### src/shared/uad_pkg.sv
/*
  Shared definitions for the alpha field decoder: scheme codes,
  fill value, octet positions and the carrier structs.
  Assumes a single clock domain; no registers reachable by software.
*/
package uad_pkg;

  // ----------------------------------------------------------------
  // Scheme codes carried in the leading octet
  // ----------------------------------------------------------------
  localparam logic [7:0] SCHEME_PLAIN16 = 8'h80;
  localparam logic [7:0] SCHEME_HALF8   = 8'h81;
  localparam logic [7:0] SCHEME_HALF16  = 8'h82;
  localparam logic [7:0] FILL_OCTET     = 8'hff;

  // ----------------------------------------------------------------
  // Field positions
  // ----------------------------------------------------------------
  localparam int          EXT_BIT       = 7;    // Octet bit 8
  localparam int          BASE_HI_LSB   = 7;    // Octet 3 lands at 14:7
  localparam logic [15:0] BASE_HI_MASK  = 16'h7f80;
  localparam logic [7:0]  COUNT_RESET   = 8'h00;
  localparam logic [15:0] BASE_RESET    = 16'h0000;

  // Output character classes
  typedef enum logic [1:0]
  {
    UAD_KIND_DEFAULT = 2'h0,  // 7-bit default alphabet
    UAD_KIND_UCS2    = 2'h1   // 16-bit code point
  } uad_kind_e;

  // Octet coming in from the record store
  typedef struct packed
  {
    logic       first;  // Leading octet of a field
    logic       last;   // Final octet of a field
    logic [7:0] data;
  } uad_octet_s;

  // Decoded character going out
  typedef struct packed
  {
    uad_kind_e   kind;
    logic [15:0] code;
    logic        last;  // Final character of the field
  } uad_char_s;

endpackage

### src/design/uad_half_page.sv
/*
  Half-page expander: maps one compressed octet to a character.
  Assumes the base pointer is stable while octets are expanded.
*/
`timescale 1ns/10ps
module uad_half_page
(
  // Inputs
  input  wire logic [7:0]       octet,
  input  wire logic [15:0]      base,
  // Result
  output uad_pkg::uad_char_s    chr
);

  // Clear top bit: default alphabet; set: base plus offset
  always_comb
  begin
    chr.last = 1'b0;
    if (octet[uad_pkg::EXT_BIT])
    begin
      chr.kind = uad_pkg::UAD_KIND_UCS2;
      chr.code = base + {9'h000, octet[6:0]};
    end
    else
    begin
      chr.kind = uad_pkg::UAD_KIND_DEFAULT;
      chr.code = {9'h000, octet[6:0]};
    end
  end

endmodule

### src/design/uad_decoder.sv
/*
  Alpha field decoder: turns the octets of one stored text field into
  characters, 16-bit code points or 7-bit default alphabet values.
  Assumes octets arrive in order, one per accepted cycle, framed by
  first/last flags, and that the consumer may stall with out_ready.
*/
`timescale 1ns/10ps
// Contract
// - '80' pairs octets, upper byte first
// - unpaired trailing 'FF' octet is not decoded
// - '81' gives count, base from octet 3
// - '81' octets: default char or base+offset
// - '82' gives count, 16-bit base octets 3-4
// - '82' octets from fifth: default or base+offset
// - all three schemes supported, any set size
module uad_decoder
(
  // Clock and reset
  input  wire logic               ref_clk,
  input  wire logic               rst,
  input  wire logic               clk_en,
  // Octet stream in
  input  wire logic               in_valid,
  output logic                    in_ready,
  input  wire uad_pkg::uad_octet_s in_octet,
  // Character stream out
  output logic                    out_valid,
  input  wire logic               out_ready,
  output uad_pkg::uad_char_s      out_char
);

  // ----------------------------------------------------------------
  // State
  // ----------------------------------------------------------------
  typedef enum logic [6:0]
  {
    ST_IDLE  = 7'h01,  // Waiting for leading octet
    ST_PLAIN = 7'h02,  // Default alphabet pass-through
    ST_UPPER = 7'h04,  // '80': expecting upper_char_byte
    ST_LOWER = 7'h08,  // '80': expecting lower_char_byte
    ST_COUNT = 7'h10,  // '81'/'82': count octet
    ST_BASE  = 7'h20,  // Base pointer octet(s)
    ST_HALF  = 7'h40   // Compressed characters
  } uad_state_e;

  uad_state_e  state;
  logic        wide_base;   // '82' scheme, two base octets
  logic        base_lo;     // Second base octet pending
  logic [7:0]  remaining;
  logic [7:0]  upper_char_byte;
  logic [15:0] base;
  logic        take;
  logic        emit;
  uad_pkg::uad_char_s next_char;
  uad_pkg::uad_char_s half_char;

  // Out register must be free before an octet that may emit is taken
  assign in_ready = clk_en && (!out_valid || out_ready);
  assign take     = in_valid && in_ready;

  uad_half_page u_half
  (
    .octet (in_octet.data),
    .base  (base),
    .chr   (half_char)
  );

  // ----------------------------------------------------------------
  // Character selection
  // ----------------------------------------------------------------
  // Decide whether the accepted octet produces a character
  always_comb
  begin
    emit      = 1'b0;
    next_char = '0;
    unique case (state)
      ST_IDLE:
      begin
        // Unknown leading code is itself a default character
        if (in_octet.data != uad_pkg::SCHEME_PLAIN16 &&
            in_octet.data != uad_pkg::SCHEME_HALF8 &&
            in_octet.data != uad_pkg::SCHEME_HALF16)
        begin
          emit           = 1'b1;
          next_char.kind = uad_pkg::UAD_KIND_DEFAULT;
          next_char.code = {9'h000, in_octet.data[6:0]};
          next_char.last = in_octet.last;
        end
      end
      ST_PLAIN:
      begin
        emit           = 1'b1;
        next_char.kind = uad_pkg::UAD_KIND_DEFAULT;
        next_char.code = {9'h000, in_octet.data[6:0]};
        next_char.last = in_octet.last;
      end
      ST_LOWER:
      begin
        // Fill pair marks unused space and is dropped
        emit = !(upper_char_byte == uad_pkg::FILL_OCTET &&
                 in_octet.data == uad_pkg::FILL_OCTET);
        next_char.kind = uad_pkg::UAD_KIND_UCS2;
        next_char.code = {upper_char_byte, in_octet.data};
        next_char.last = in_octet.last;
      end
      ST_HALF:
      begin
        emit           = remaining != 8'h00;
        next_char      = half_char;
        next_char.last = remaining == 8'h01 || in_octet.last;
      end
      ST_UPPER, ST_COUNT, ST_BASE:
      begin
        emit = 1'b0;  // Upper byte held for its pair; count and base octets give no character
      end
    endcase
  end

  // ----------------------------------------------------------------
  // Sequencing
  // ----------------------------------------------------------------
  // Scheme walk; a last octet always returns to idle
  always_ff @(posedge ref_clk or posedge rst)
  begin
    if (rst)
      state <= ST_IDLE;
    else if (take)
    begin
      if (in_octet.last)
        state <= ST_IDLE;
      else
        unique case (state)
          ST_IDLE:
            if (in_octet.data == uad_pkg::SCHEME_PLAIN16)
              state <= ST_UPPER;
            else if (in_octet.data == uad_pkg::SCHEME_HALF8 ||
                     in_octet.data == uad_pkg::SCHEME_HALF16)
              state <= ST_COUNT;
            else
              state <= ST_PLAIN;
          ST_PLAIN: state <= ST_PLAIN;
          ST_UPPER: state <= ST_LOWER;
          ST_LOWER: state <= ST_UPPER;
          ST_COUNT: state <= ST_BASE;
          ST_BASE:  state <= (wide_base && !base_lo) ? ST_BASE : ST_HALF;
          ST_HALF:  state <= ST_HALF;
        endcase
    end
  end

  // Scheme flags, count and base pointer capture
  always_ff @(posedge ref_clk or posedge rst)
  begin
    if (rst)
    begin
      wide_base <= 1'b0;
      base_lo   <= 1'b0;
      remaining <= uad_pkg::COUNT_RESET;
      base      <= uad_pkg::BASE_RESET;
    end
    else if (take)
    begin
      unique case (state)
        ST_IDLE:
        begin
          wide_base <= in_octet.data == uad_pkg::SCHEME_HALF16;
          base_lo   <= 1'b0;
        end
        ST_COUNT: remaining <= in_octet.data;
        ST_BASE:
        begin
          if (!wide_base)
            base <= {1'b0, in_octet.data, 7'h00}
                    & uad_pkg::BASE_HI_MASK;
          else if (!base_lo)
          begin
            base[15:8] <= in_octet.data;
            base_lo    <= 1'b1;
          end
          else
            base[7:0]  <= in_octet.data;
        end
        ST_HALF:
          if (remaining != 8'h00)
            remaining <= remaining - 8'h01;
        default: ;
      endcase
    end
  end

  // Upper byte of a '80' pair held until the lower arrives
  always_ff @(posedge ref_clk or posedge rst)
  begin
    if (rst)
      upper_char_byte <= 8'h00;
    else if (take && state == ST_UPPER)
      upper_char_byte <= in_octet.data;
  end

  // ----------------------------------------------------------------
  // Output register
  // ----------------------------------------------------------------
  // Data from flip-flops; valid holds until the consumer takes it
  always_ff @(posedge ref_clk or posedge rst)
  begin
    if (rst)
    begin
      out_valid <= 1'b0;
      out_char  <= '0;
    end
    else if (clk_en)
    begin
      if (take && emit)
      begin
        out_valid <= 1'b1;
        out_char  <= next_char;
      end
      else if (out_ready)
        out_valid <= 1'b0;
    end
  end

  // ----------------------------------------------------------------
  // Checks
  // ----------------------------------------------------------------
  pair_order_a: assert property (@(posedge ref_clk) disable iff (rst)
    take && state == ST_LOWER && emit |=> out_valid &&
    out_char.code == {$past(upper_char_byte), $past(in_octet.data)})
    else $error("pair not joined upper first");

  fill_drop_a: assert property (@(posedge ref_clk) disable iff (rst)
    take && state == ST_UPPER |=> !out_valid || $stable(out_char))
    else $error("unpaired octet produced a character");

  base_half_a: assert property (@(posedge ref_clk) disable iff (rst)
    state == ST_HALF && !wide_base |-> base[15] == 1'b0 && base[6:0] == 7'h00)
    else $error("half page base has forced bits set");

  count_load_a: assert property (@(posedge ref_clk) disable iff (rst)
    take && state == ST_COUNT && !in_octet.last |=> remaining == $past(in_octet.data))
    else $error("count not captured");

  half_map_a: assert property (@(posedge ref_clk) disable iff (rst)
    take && state == ST_HALF && remaining != 8'h00 && in_octet.data[7] |=>
    out_char.kind == uad_pkg::UAD_KIND_UCS2 &&
    out_char.code == $past(base) + {9'h000, $past(in_octet.data[6:0])})
    else $error("offset character mis-mapped");

  half_default_a: assert property (@(posedge ref_clk) disable iff (rst)
    take && state == ST_HALF && remaining != 8'h00 && !in_octet.data[7] |=>
    out_char.kind == uad_pkg::UAD_KIND_DEFAULT &&
    out_char.code == {9'h000, $past(in_octet.data[6:0])})
    else $error("default character mis-classed");

  plain_pass_a: assert property (@(posedge ref_clk) disable iff (rst)
    take && state == ST_PLAIN |=> out_valid &&
    out_char.kind == uad_pkg::UAD_KIND_DEFAULT &&
    out_char.code == {9'h000, $past(in_octet.data[6:0])})
    else $error("plain text not passed");

  count_stop_a: assert property (@(posedge ref_clk) disable iff (rst)
    state == ST_HALF && remaining == 8'h00 && take |=> !out_valid || $stable(out_char))
    else $error("character beyond count");

  hold_out_a: assert property (@(posedge ref_clk) disable iff (rst)
    out_valid && !out_ready |=> out_valid && $stable(out_char))
    else $error("output dropped under stall");

  c_plain16_c: cover property (@(posedge ref_clk) disable iff (rst)
    take && state == ST_LOWER && emit);
  c_half8_c: cover property (@(posedge ref_clk) disable iff (rst)
    take && state == ST_HALF && !wide_base && remaining == 8'h01);
  c_half16_c: cover property (@(posedge ref_clk) disable iff (rst)
    take && state == ST_HALF && wide_base);
  c_stall_c: cover property (@(posedge ref_clk) disable iff (rst)
    out_valid && !out_ready);

endmodule

### config.mk
export PLATFORM = sky130hd
export DESIGN_NAME = uad_decoder
export DESIGN_NICKNAME = d
export VERILOG_FILES = /design/src/shared/uad_pkg.sv /design/src/design/uad_half_page.sv /design/src/design/uad_decoder.sv
export SDC_FILE = /design/constraint.sdc
export NUM_CORES = 1
export LEC_CHECK = 0
export BUFFER_PORTS_ARGS = -buffer_cell sky130_fd_sc_hd__buf_2
export CAP_MARGIN = 0
export CORE_ASPECT_RATIO = 1.75
export CORE_UTILIZATION = 59
export CTS_CLUSTER_DIAMETER = 100
export DETAILED_ROUTE_END_ITERATION = 6
export GPL_TIMING_DRIVEN = 0
export PLACE_DENSITY = 0.87
export SLEW_MARGIN = 20
export SYNTH_ARGS = -nofsm -noshare
export SYNTH_HDL_FRONTEND = slang
export SYNTH_SLANG_ARGS = --single-unit
### constraint.sdc
create_clock -name ref_clk -period 3.63 [get_ports ref_clk]
set_clock_uncertainty 0.2 [all_clocks]
set_input_delay 0.1815 -clock ref_clk [delete_from_list [all_inputs] [get_ports ref_clk]]
set_output_delay 0.1815 -clock ref_clk [all_outputs]
set_load 0.01 [all_outputs]
==> results of run 1 <==
flip-flops by register name, summed over array words and instances, names as in the netlist:
register	flops
remaining	8
upper_char_byte	8
base	16
base_lo	1
out_valid	1
state	7
wide_base	1
out_char	18
logic make-up (layout without fill, tap and decap cells):
logic type,after synthesis,in the layout,share of synthesized area (%)
other cells,1,1,0.104
xor+xnor,14,14,3.40
mux,33,33,10.7
compound gates,99,99,17.2
fa+ha+maj,11,11,4.03
flops,60,60,41.7
simple gates,134,134,18.5
buf+inv,33,88,4.41
placed cells by master (no fill, tap or decap), drive strengths merged, types with 9 or more instances in the layout:
cell type and count:
dfrtp 59, nand2 58, o21ai 45, buf 39, clkbuf 29, mux2 24, nor2 18, a21oi 16
inv 12, nand3 11, ha 10, xnor2 9, mux2i 9
worst paths after layout:
path / to / slack, ns / cells after the start
hold reg to reg: base[5]$_DFFE_PP0P_ / 0.29 / 2
max in group asynchronous: out_char[2]$_DFFE_PP0P_ / 2.60 / 4
setup / recovery: out_valid$_DFFE_PP0P_ / 0.41 / 10
setup reg to reg: out_valid$_DFFE_PP0P_ / 0.42 / 10
min in group asynchronous: remaining[7]$_DFFE_PP0P_ / 0.12 / 3
hold / removal: base[2]$_DFFE_PP0P_ / 0.03 / 3
metrics by stage:
step | cells | util [%] | cell area [um2] | hold slack (ns) | power, W
after global routing | 518 | 70.1 | 4120 | 0.0267 | 0.00158
after detailed placement | 497 | 66.2 | 3890 | -0.0381 | 0.000986
after floorplan | 385 | - | 3600 | 0.0932 | 0.000903
after CTS | 518 | 70.1 | 4120 | 0.0199 | 0.00152
after global placement | 496 | 65.8 | 3870 | 0.254 | 0.000975
final | 518 | 70.1 | 4120 | 0.0349 | 0.00153
critical path, cell delays in order:
cell           delay (ns)
dlygate4sd3_1        0.53
buf_2                0.20
or4b_2               0.68
a2111oi_2            0.33
and3_1               0.26
or3_1                0.13
buf_6                0.16
buf_12               0.16
a21oi_1              0.07
dlygate4sd3_1        0.55
power groups by stage:
stage	logic, W	registers (W)	clock network (W)
2_1_floorplan	0.000148	0.000754	0
3_3_place_gp	0.000232	0.000743	0
3_5_place_dp	0.000241	0.000745	0
4_1_cts	0.000248	0.000733	0.000542
5_1_grt	0.000273	0.000738	0.000572
6_report	0.000249	0.000733	0.000543
final cells by class:
cell class                 instances  area (um2)
clock buffer                      13         159
fill                             457        1760
clock inverter                     2        10.0
multi-input combinational        292        1940
timing repair buffer              40         245
inverter                          12        47.5
sequential                        60        1500
tap                               78        97.6
buffer                            21         114
metal layers:
metal  vias up  GRT usage, %  share of wire (%)
met2       166          51.9                 54
met4         0          20.5                4.0
met3        37          8.71                6.6
met1      1523          29.4                 35
li1       1481             -                  -
met5         -             0                  0
==> reports/results.ini, run 1 <==
[pwr]
switching_share_pct=27.8
power_frac_seq_pct=48.1
p_per_area_mw_per_mm2=370
p_sw_w=0.000424
clockPowerShare_pct=35.6
combPwrFrac_pct=16.3
cellLeakagePower_nw=1.92
power.internal_w=0.00110
ir_worst_vdd_mv=0.284

[clock_tree]
numCtsBuffers=9
cts-htree-levels=3
cts_resized=0
clkTransAtPathRegs_ns=0.06
cts_sinks=60
hold_buffers=6
cts_buffer_depth=2
cts-root-buf=clkbuf_8
cts_tree=done
post-cts-setup-buffers=0
clk_latency_ns=0.36

[setup_path]
crit_start=in_octet[3]
r2r_start=state[1]$_DFFE_PP0P_
crit_fanout=10
setup.worst_path.end_class=register
critPathLaunchType=primary input
critPathKind=primary input to register
required_ns=3.67
arrival_ns=3.26

[synthesis]
yosys-top-cells-area=dfrtp_1 41%, o21ai_0 6.2%, nand2_1 6.0%
ys_async_sr_fraction_pct=100
synthesis.area_mm2=0.00360
synthesis.instances=385
synth.most_common_cell=dfrtp_1
ys_ff_latch=60
synth_enable_flop_cells=0
avgSynthCellArea_um2=9.36
synth_common_cells=59 x dfrtp_1, 58 x nand2_1, 45 x o21ai_0
synthFlopType=dfrtp_1
ys_warn_count=0
syn_nets=411
yosysUniqueCellTypes=64
synth_top_area_share_pct=41.0
yosysSeqAreaShare_pct=41.7
yosysTopAreaCell=dfrtp_1

[timing]
setup_ws_ns=0.406
hold_viol=0
min_period_ns=3.22
final_max_slew_viol_count=0
tightest_slew_ns=0.766
setup_viol=0
rsz0062_at_grt=no
setup-tns-final_ns=0
min_period_over_period_pct=88.8
max_freq_mhz=310
slew_headroom_pct=48.5

[global_route]
grt_pass1_vias=3213
antenna_found_initial=0
grt_overflow=0
grt_pass1_wl_um=14200
grt_usage_pct=30.3
grt_max_degree=40

[place]
portBuffers=33
hpwl_um=6730
dp_worst_setup_slack_ns=0.744
place.gp.congestion=0.930

[routing]
vias=3207
antenna_left=0
drt_pass1_iterations=7
wire_per_inst_um=17.4
vias_per_cell=6.19
wl_um=9020
drt_iter0_markers=251
drc=0

[hold_path]
hold_start=in_octet[2]
hp-class=primary input to register

[floorplan]
fp.dieArea_mm2=0.00644
die_w_um=61.1
start_util_pct=61.3
io_pins=36
die_h_um=105
core-area_mm2=0.00588
rows=37

[cells_and_area]
areaGrowthSynthToFinish_pct=14.3
nets=462
layout-drive-gt1-share_pct=19.3
antenna_cells=0

[flow_run]
max_cap_viol_count=0

[status]
status=finished, final reports clean

(Power assumes the default switching activity.)
==> inputs of run 2 (changes only) <==
- ABC_AREA: not set -> 1
- CORE_UTILIZATION: 59 -> 60
==> run 2 against run 1 <==
Sequential power is 17% higher. Clock power up 51%. Count of clock-buffer cells in the layout shrank 1. Critical path depth up 3. Fmax increased by 45%. Total power increased by 45%. Worst hold slack better by 0.013 ns. Non-clock buffer count fell by 7. Largest cell class unchanged.
==> reports/results.ini, run 2 <==
[setup_path]
required_ns=3.66  ; about the same
cp_cell_sequence=ha_1 > inv_1 > fa_1 > inv_1 > nand3_1 > nand3_1 > nand2_1 > nand2_1 > nand2_1 > nand3_1 > nand2_1 > nand2_2 > nand2_2
arrival_ns=2.25  ; -1.01 ns
crit_buf_inv=2  ; -3
critPathKind=register to register
cpMostUsedCell=nand2_1
setup.worst_path.end_class=register
critPathSlowestCell=fa_1
cp_slowest_stage_delay_ns=0.40  ; -0.28 ns
crit_fanout=3  ; -7
cp_top_family=simple AND/OR/NAND/NOR gates
critPathLaunchType=register

[floorplan]
io_pins=36  ; unchanged
fp.dieArea_mm2=0.00716  ; +11%
start_util_pct=62.5  ; +1.2 points
core-area_mm2=0.00654  ; +11%
die_w_um=64.4  ; +5.4%
die_h_um=111  ; +5.5%
rows=39  ; +5.4%

[place]
dp.cells=697  ; +40%
place.gp.congestion=0.924  ; -0.72%
dp_worst_setup_slack_ns=1.24  ; +0.492 ns
hpwl_um=8230  ; +22%
portBuffers=33  ; unchanged

[synthesis]
synth_enable_flop_cells=0  ; unchanged
synth_top_area_share_pct=36.1  ; -4.9 points
synthesis.instances=582  ; +51%
yosysUniqueCellTypes=40  ; -38%
syn_nets=608  ; +48%
ys_warn_count=0  ; unchanged
synth.most_common_cell=nand2_1
synthFlopType=dfrtp_1
yosys-top-cells-area=dfrtp_1 36%, nand2_1 17%, o21ai_0 7.0%
avgSynthCellArea_um2=7.03  ; -25%
synthesis.area_mm2=0.00409  ; +13%
synth_common_cells=188 x nand2_1, 68 x inv_1, 59 x dfrtp_1
ys_async_sr_fraction_pct=100  ; unchanged
yosysTopAreaCell=dfrtp_1
yosysSeqAreaShare_pct=36.8  ; -4.9 points
ys_ff_latch=60  ; unchanged

[cells_and_area]
fillers=539  ; +18%
stdcell_count=717  ; +38%
seq_area_mm2=0.00150  ; unchanged
multi_input_area_mm2=0.00218  ; +12%
top_regs=out_char: 18 flops, base: 16 flops
antenna_cells=0  ; unchanged
layout-drive-gt1-share_pct=19.5  ; +0.21 points
regMostFlops=out_char
nets=656  ; +42%
largest_register_ffs=18  ; unchanged
mostFrequentLayoutCells=188 x nand2_1, 67 x inv_1, 59 x dfrtp_1
areaGrowthSynthToFinish_pct=14.7
final_common_cell=nand2_1

[pwr]
switching_share_pct=33.5  ; +5.7 points
p_per_area_mw_per_mm2=473  ; +28%
power.internal_w=0.00148  ; +34%
clockPowerShare_pct=37.0  ; +1.4 points
ir_worst_vdd_mv=0.287  ; +0.80%
combPwrFrac_pct=24.4  ; +8.1 points
p_sw_w=0.000742  ; +75%
power_frac_seq_pct=38.6  ; -9.5 points
cellLeakagePower_nw=2.43  ; +27%
power_w=0.00222  ; +45%

[routing]
vias=4056  ; +26%
wire_per_inst_um=15.3  ; -12%
drc=0  ; unchanged
drt_pass1_iterations=5  ; -2
wl_um=11000  ; +22%
antenna_left=0  ; unchanged
drt_iter0_markers=354  ; +41%
vias_per_cell=5.66  ; -8.6%

[hold_path]
hp-class=primary input to register

[timing]
setup_viol=0  ; unchanged
min_period_over_period_pct=61.2  ; -28 points
whs_ns=0.0477  ; +0.0128 ns
final_max_slew_viol_count=0  ; unchanged
setup-tns-final_ns=0  ; unchanged
max_freq_mhz=450  ; +45%
tightest_slew_ns=0.749  ; -0.0170 ns
slew_headroom_pct=50.0  ; +1.6 points
setup_ws_ns=1.41  ; +1.00 ns
min_period_ns=2.22  ; -1.00 ns
hold_viol=0  ; unchanged
rsz0062_at_grt=no

[global_route]
grt_overflow=0  ; unchanged
grt_max_degree=61  ; +53%
grt_usage_pct=33.1  ; +2.9 points
antenna_found_initial=0  ; unchanged
grt_pass1_wl_um=18100  ; +27%
grt_pass1_vias=3884  ; +21%

[clock_tree]
cts_tree=done
numCtsBuffers=9  ; unchanged
cts_buffer_depth=2  ; unchanged
clkTransAtPathRegs_ns=0.05  ; about the same
clk_latency_ns=0.34  ; -0.02 ns
cts-root-buf=clkbuf_16
cts_resized=0  ; unchanged
cts_sinks=60  ; unchanged
cts-htree-levels=3  ; unchanged

[flow_run]
max_cap_viol_count=0  ; unchanged

[status]
status=finished, final reports clean

-- run 2: cell types whose count changed in the layout (fill, tap and decap cells not counted), sizes merged, moves of 5 or more --
cell    change
clkbuf     -13
xnor2       -8
nor2b       -6
mux2i       -9
nand3      +33
o22ai       +5
nand2     +158
mux2       -23
buf         +7
nor2       +36
o21ai      +17
inv        +63
-- run 2: layer usage --
layer | share of wire (%) | global-route usage [%]
met5 | 0 | 0
met4 | 5.1 | 21.2
met3 | 5.2 | 4.84
met2 | 51 | 56.0
met1 | 38 | 38.0
-- run 2: stage by stage --
step	utilization, %	instance area (um2)
finish	71.7	4690
CTS	71.7	4690
detailed placement	66.7	4360
global route	71.7	4690
floorplan	-	4090
global placement	66.6	4360
-- run 2: tightest hold or removal path: stages --
cell and delay (ns):
buf_2 0.15, nand2_1 0.10, o21ai_0 0.10
-- run 2: power by group through the flow --
stage          Combinational (W)  Sequential (W)  Clock (W)
6_report                0.000541        0.000856   0.000821
2_1_floorplan           0.000353        0.000870          0
5_1_grt                 0.000601        0.000866   0.000850
3_5_place_dp            0.000528        0.000865          0
3_3_place_gp            0.000509        0.000860          0
4_1_cts                 0.000538        0.000855   0.000816
-- run 2: worst paths after layout --
kind                                              start                      end  slack (ns)  cells after the start
worst max-delay path                base[0]$_DFFE_PP0P_  out_char[9]$_DFFE_PP0P_        1.41                     13
worst min-delay path                        in_octet[5]      base[5]$_DFFE_PP0P_        0.05                      3
worst max register to register      base[0]$_DFFE_PP0P_  out_char[9]$_DFFE_PP0P_        1.41                     13
worst min register to register  out_char[1]$_DFFE_PP0P_  out_char[1]$_DFFE_PP0P_        0.26                      2
max in group asynchronous                           rst     base[14]$_DFFE_PP0P_        2.41                      3
min in group asynchronous                           rst     base[10]$_DFFE_PP0P_        0.32                      3
-- run 2: cells by family (layout without fill, tap and decap cells) --
group	count (synthesis)	count (layout)	synth area share [%]
AND/OR/NAND/NOR	325	325	37.3
buffers and inverters	92	145	9.88
AO/OA/AOI/OAI	90	90	11.7
flip-flops	60	60	36.8
adder cells (fa/ha/maj)	11	11	3.55
XOR/XNOR	2	2	0.428
other	1	1	0.0917
multiplexers	1	1	0.275
-- run 2: layout make-up --
cell class / count / share of cell area, %
Tap cell: 82 / 2.19
Sequential cell: 60 / 32.1
Timing Repair Buffer: 37 / 4.38
Clock buffer: 12 / 5.68
Buffer: 17 / 2.56
Multi-Input combinational cell: 430 / 46.5
Clock inverter: 4 / 0.480
Inverter: 75 / 6.11
-- run 2: repair_timing --
action,in CTS,in global routing
hold buffers,4,0
hold endpoints to repair,62,0
setup buffers,0,0
==> inputs of run 3 (changes only) <==
- clock period: 3.63 -> 2.2 ns (I/O delays scaled with it)
==> run 3 against run 2 <==
Critical path depth up 1. First-iteration DRC count up 10%. Sequential power up 65%. Register-to-register slack worse by 1.3 ns. Largest cell class unchanged. Largest power group unchanged. Highest routed layer unchanged.
==> reports/results.ini, run 3 (synthesized netlist as in run 2, its figures left out) <==
[setup_path]
arrival_ns=2.15  ; -0.10 ns
rr_worst_depth=13  ; unchanged
required_ns=2.23  ; -1.43 ns
critPathKind=primary input to register
setup.worst_path.end_class=register
r2r_setup_slack_ns=0.09  ; -1.32 ns
crit_start=in_octet[5]
crit_end=out_char[15]$_DFFE_PP0P_
crit_fanout=6  ; +3
r2r-end=out_char[9]$_DFFE_PP0P_
critPathLaunchType=primary input
r2r_start=base[0]$_DFFE_PP0P_

[clock_tree]
numCtsBuffers=9  ; unchanged
cts_tree=done
cts-htree-levels=3  ; unchanged
cts_sinks=60  ; unchanged
clk_latency_ns=0.34  ; about the same
clkTransAtPathRegs_ns=0.05  ; about the same
cts-root-buf=clkbuf_16
cts_buffer_depth=2  ; unchanged

[floorplan]
start_util_pct=62.5  ; unchanged
fp.dieArea_mm2=0.00716  ; unchanged
die_w_um=64.4  ; unchanged
die_h_um=111  ; unchanged
io_pins=36  ; unchanged
rows=39  ; unchanged
core-area_mm2=0.00654  ; unchanged

[cells_and_area]
stdcell_count=721  ; +0.56%
regMostFlops=out_char
fin_util_pct=73.3  ; +1.6 points
largest_register_ffs=18  ; unchanged
areaGrowthSynthToFinish_pct=17.2
seq_area_mm2=0.00150  ; unchanged
antenna_cells=0  ; unchanged
mostFrequentLayoutCells=187 x nand2_1, 66 x inv_1, 59 x dfrtp_1
layout-drive-gt1-share_pct=21.4  ; +1.9 points
final_common_cell=nand2_1
fillers=522  ; -3.2%
nets=660  ; +0.61%
multi_input_area_mm2=0.00224  ; +2.9%
top_regs=out_char: 18 flops, base: 16 flops

[routing]
drc=0  ; unchanged
antenna_left=0  ; unchanged
wl_um=11100  ; +1.3%
vias_per_cell=5.66  ; about the same
vias=4079  ; +0.57%
drt_iter0_markers=391  ; +10%
wire_per_inst_um=15.4  ; +0.75%
drt_pass1_iterations=5  ; unchanged

[timing]
rsz0062_at_grt=yes
setup_ws_ns=0.0775  ; -1.33 ns
min_period_over_period_pct=96.5
tightest_slew_ns=0.751  ; +0.00195 ns
setup_viol=0  ; unchanged
max_freq_mhz=471
hold_viol=0  ; unchanged
final_max_slew_viol_count=0  ; unchanged
setup-tns-final_ns=0  ; unchanged
slew_headroom_pct=49.9  ; -0.13 points
min_period_ns=2.12

[place]
dp.cells=697  ; unchanged
place.gp.congestion=0.924  ; unchanged
hpwl_um=8230  ; unchanged
dp_worst_setup_slack_ns=-0.122  ; -1.36 ns
portBuffers=33  ; unchanged

[pwr]
combPwrFrac_pct=24.9  ; +0.5 points
power.internal_w=0.00245  ; +66%
switching_share_pct=33.4  ; about the same
power_frac_seq_pct=38.5  ; about the same
p_sw_w=0.00123  ; +66%
clockPowerShare_pct=36.6  ; -0.4 points
cellLeakagePower_nw=2.45  ; +0.81%
p_per_area_mw_per_mm2=767  ; +62%
ir_worst_vdd_mv=0.472  ; +65%

[global_route]
grt_usage_pct=33.1  ; -0.043 points
antenna_found_initial=0  ; unchanged
grt_max_degree=61  ; unchanged
grt_overflow=0  ; unchanged
grt_pass1_wl_um=18000  ; -0.12%
grt_pass1_vias=3896  ; +0.31%

[status]
status=finished, final reports clean

[hold_path]
hp-class=primary input to register

[flow_run]
max_cap_viol_count=0  ; unchanged

==> run 3: area by class of cell <==
type	count	area share (%)
multi-input combinational	430	46.8
timing repair buffer	41	5.12
inverter	75	5.98
clock inverter	4	0.470
clock buffer	12	5.56
sequential	60	31.4
buffer	17	2.53
tap	82	2.14
==> run 3: power groups by stage <==
stage                     registers [W]  logic [W]  clock network, W
final                           0.00141   0.000914           0.00135
after global routing            0.00143    0.00101           0.00140
after CTS                       0.00141   0.000893           0.00135
after detailed placement        0.00143   0.000871                 0
after global placement          0.00142   0.000839                 0
after floorplan                 0.00144   0.000583                 0
==> run 3: per-layer routing <==
metal / GRT usage, % / up-vias / share of wire, %
met3: 4.84 / 54 / 4.9
met1: 37.9 / 1890 / 38
met5: 0 / - / 0
li1: - / 1953 / -
met2: 55.7 / 182 / 51
met4: 21.8 / 0 / 6.2
==> run 3: metrics by stage <==
stage | cell area, um2 | total power (W) | hold WS (ns)
after floorplan | 4090 | 0.00202 | 0.0134
after global placement | 4360 | 0.00226 | 0.176
after detailed placement | 4360 | 0.00230 | 0.0915
after global routing | 4790 | 0.00385 | 0.0163
after CTS | 4730 | 0.00365 | 0.00172
final | 4790 | 0.00367 | 0.000176
==> run 3: worst min path at each step <==
stage / endpoint / slack (ns) / depth (start not counted) / startpoint
2_1_floorplan: state[3]$_DFFE_PP0P_ / 0.01 / 1 / in_octet[8]
3_3_place_gp: out_valid$_DFFE_PP0P_ / 0.18 / 4 / out_ready
3_5_place_dp: base[9]$_DFFE_PP0P_ / 0.09 / 2 / rst
4_1_cts: base[3]$_DFFE_PP0P_ / 0.002 / 3 / in_octet[3]
5_1_grt: base[3]$_DFFE_PP0P_ / 0.02 / 3 / in_octet[3]
6_report: base[3]$_DFFE_PP0P_ / 0.0002 / 3 / in_octet[3]
==> run 3: worst max-delay path: stages <==
cell and delay (ns):
dlygate4sd3_1 0.53, buf_2 0.17, ha_2 0.37, nand2_1 0.11, nor2_1 0.15, nand2_1 0.10
nand3_1 0.11, nand2_1 0.10, nand2_1 0.07, nand2_1 0.05, nand3_1 0.09, nand2_1 0.08
nand2_1 0.07, nand2_1 0.05
==> run 3: timing repair <==
item	4_1_cts	5_1_grt
hold buffers	8	0
pin swaps	0	1
buffers inserted	0	0
endpoints found under the hold margin	72	0
resized for setup	1	14
setup endpoints to repair	1	17
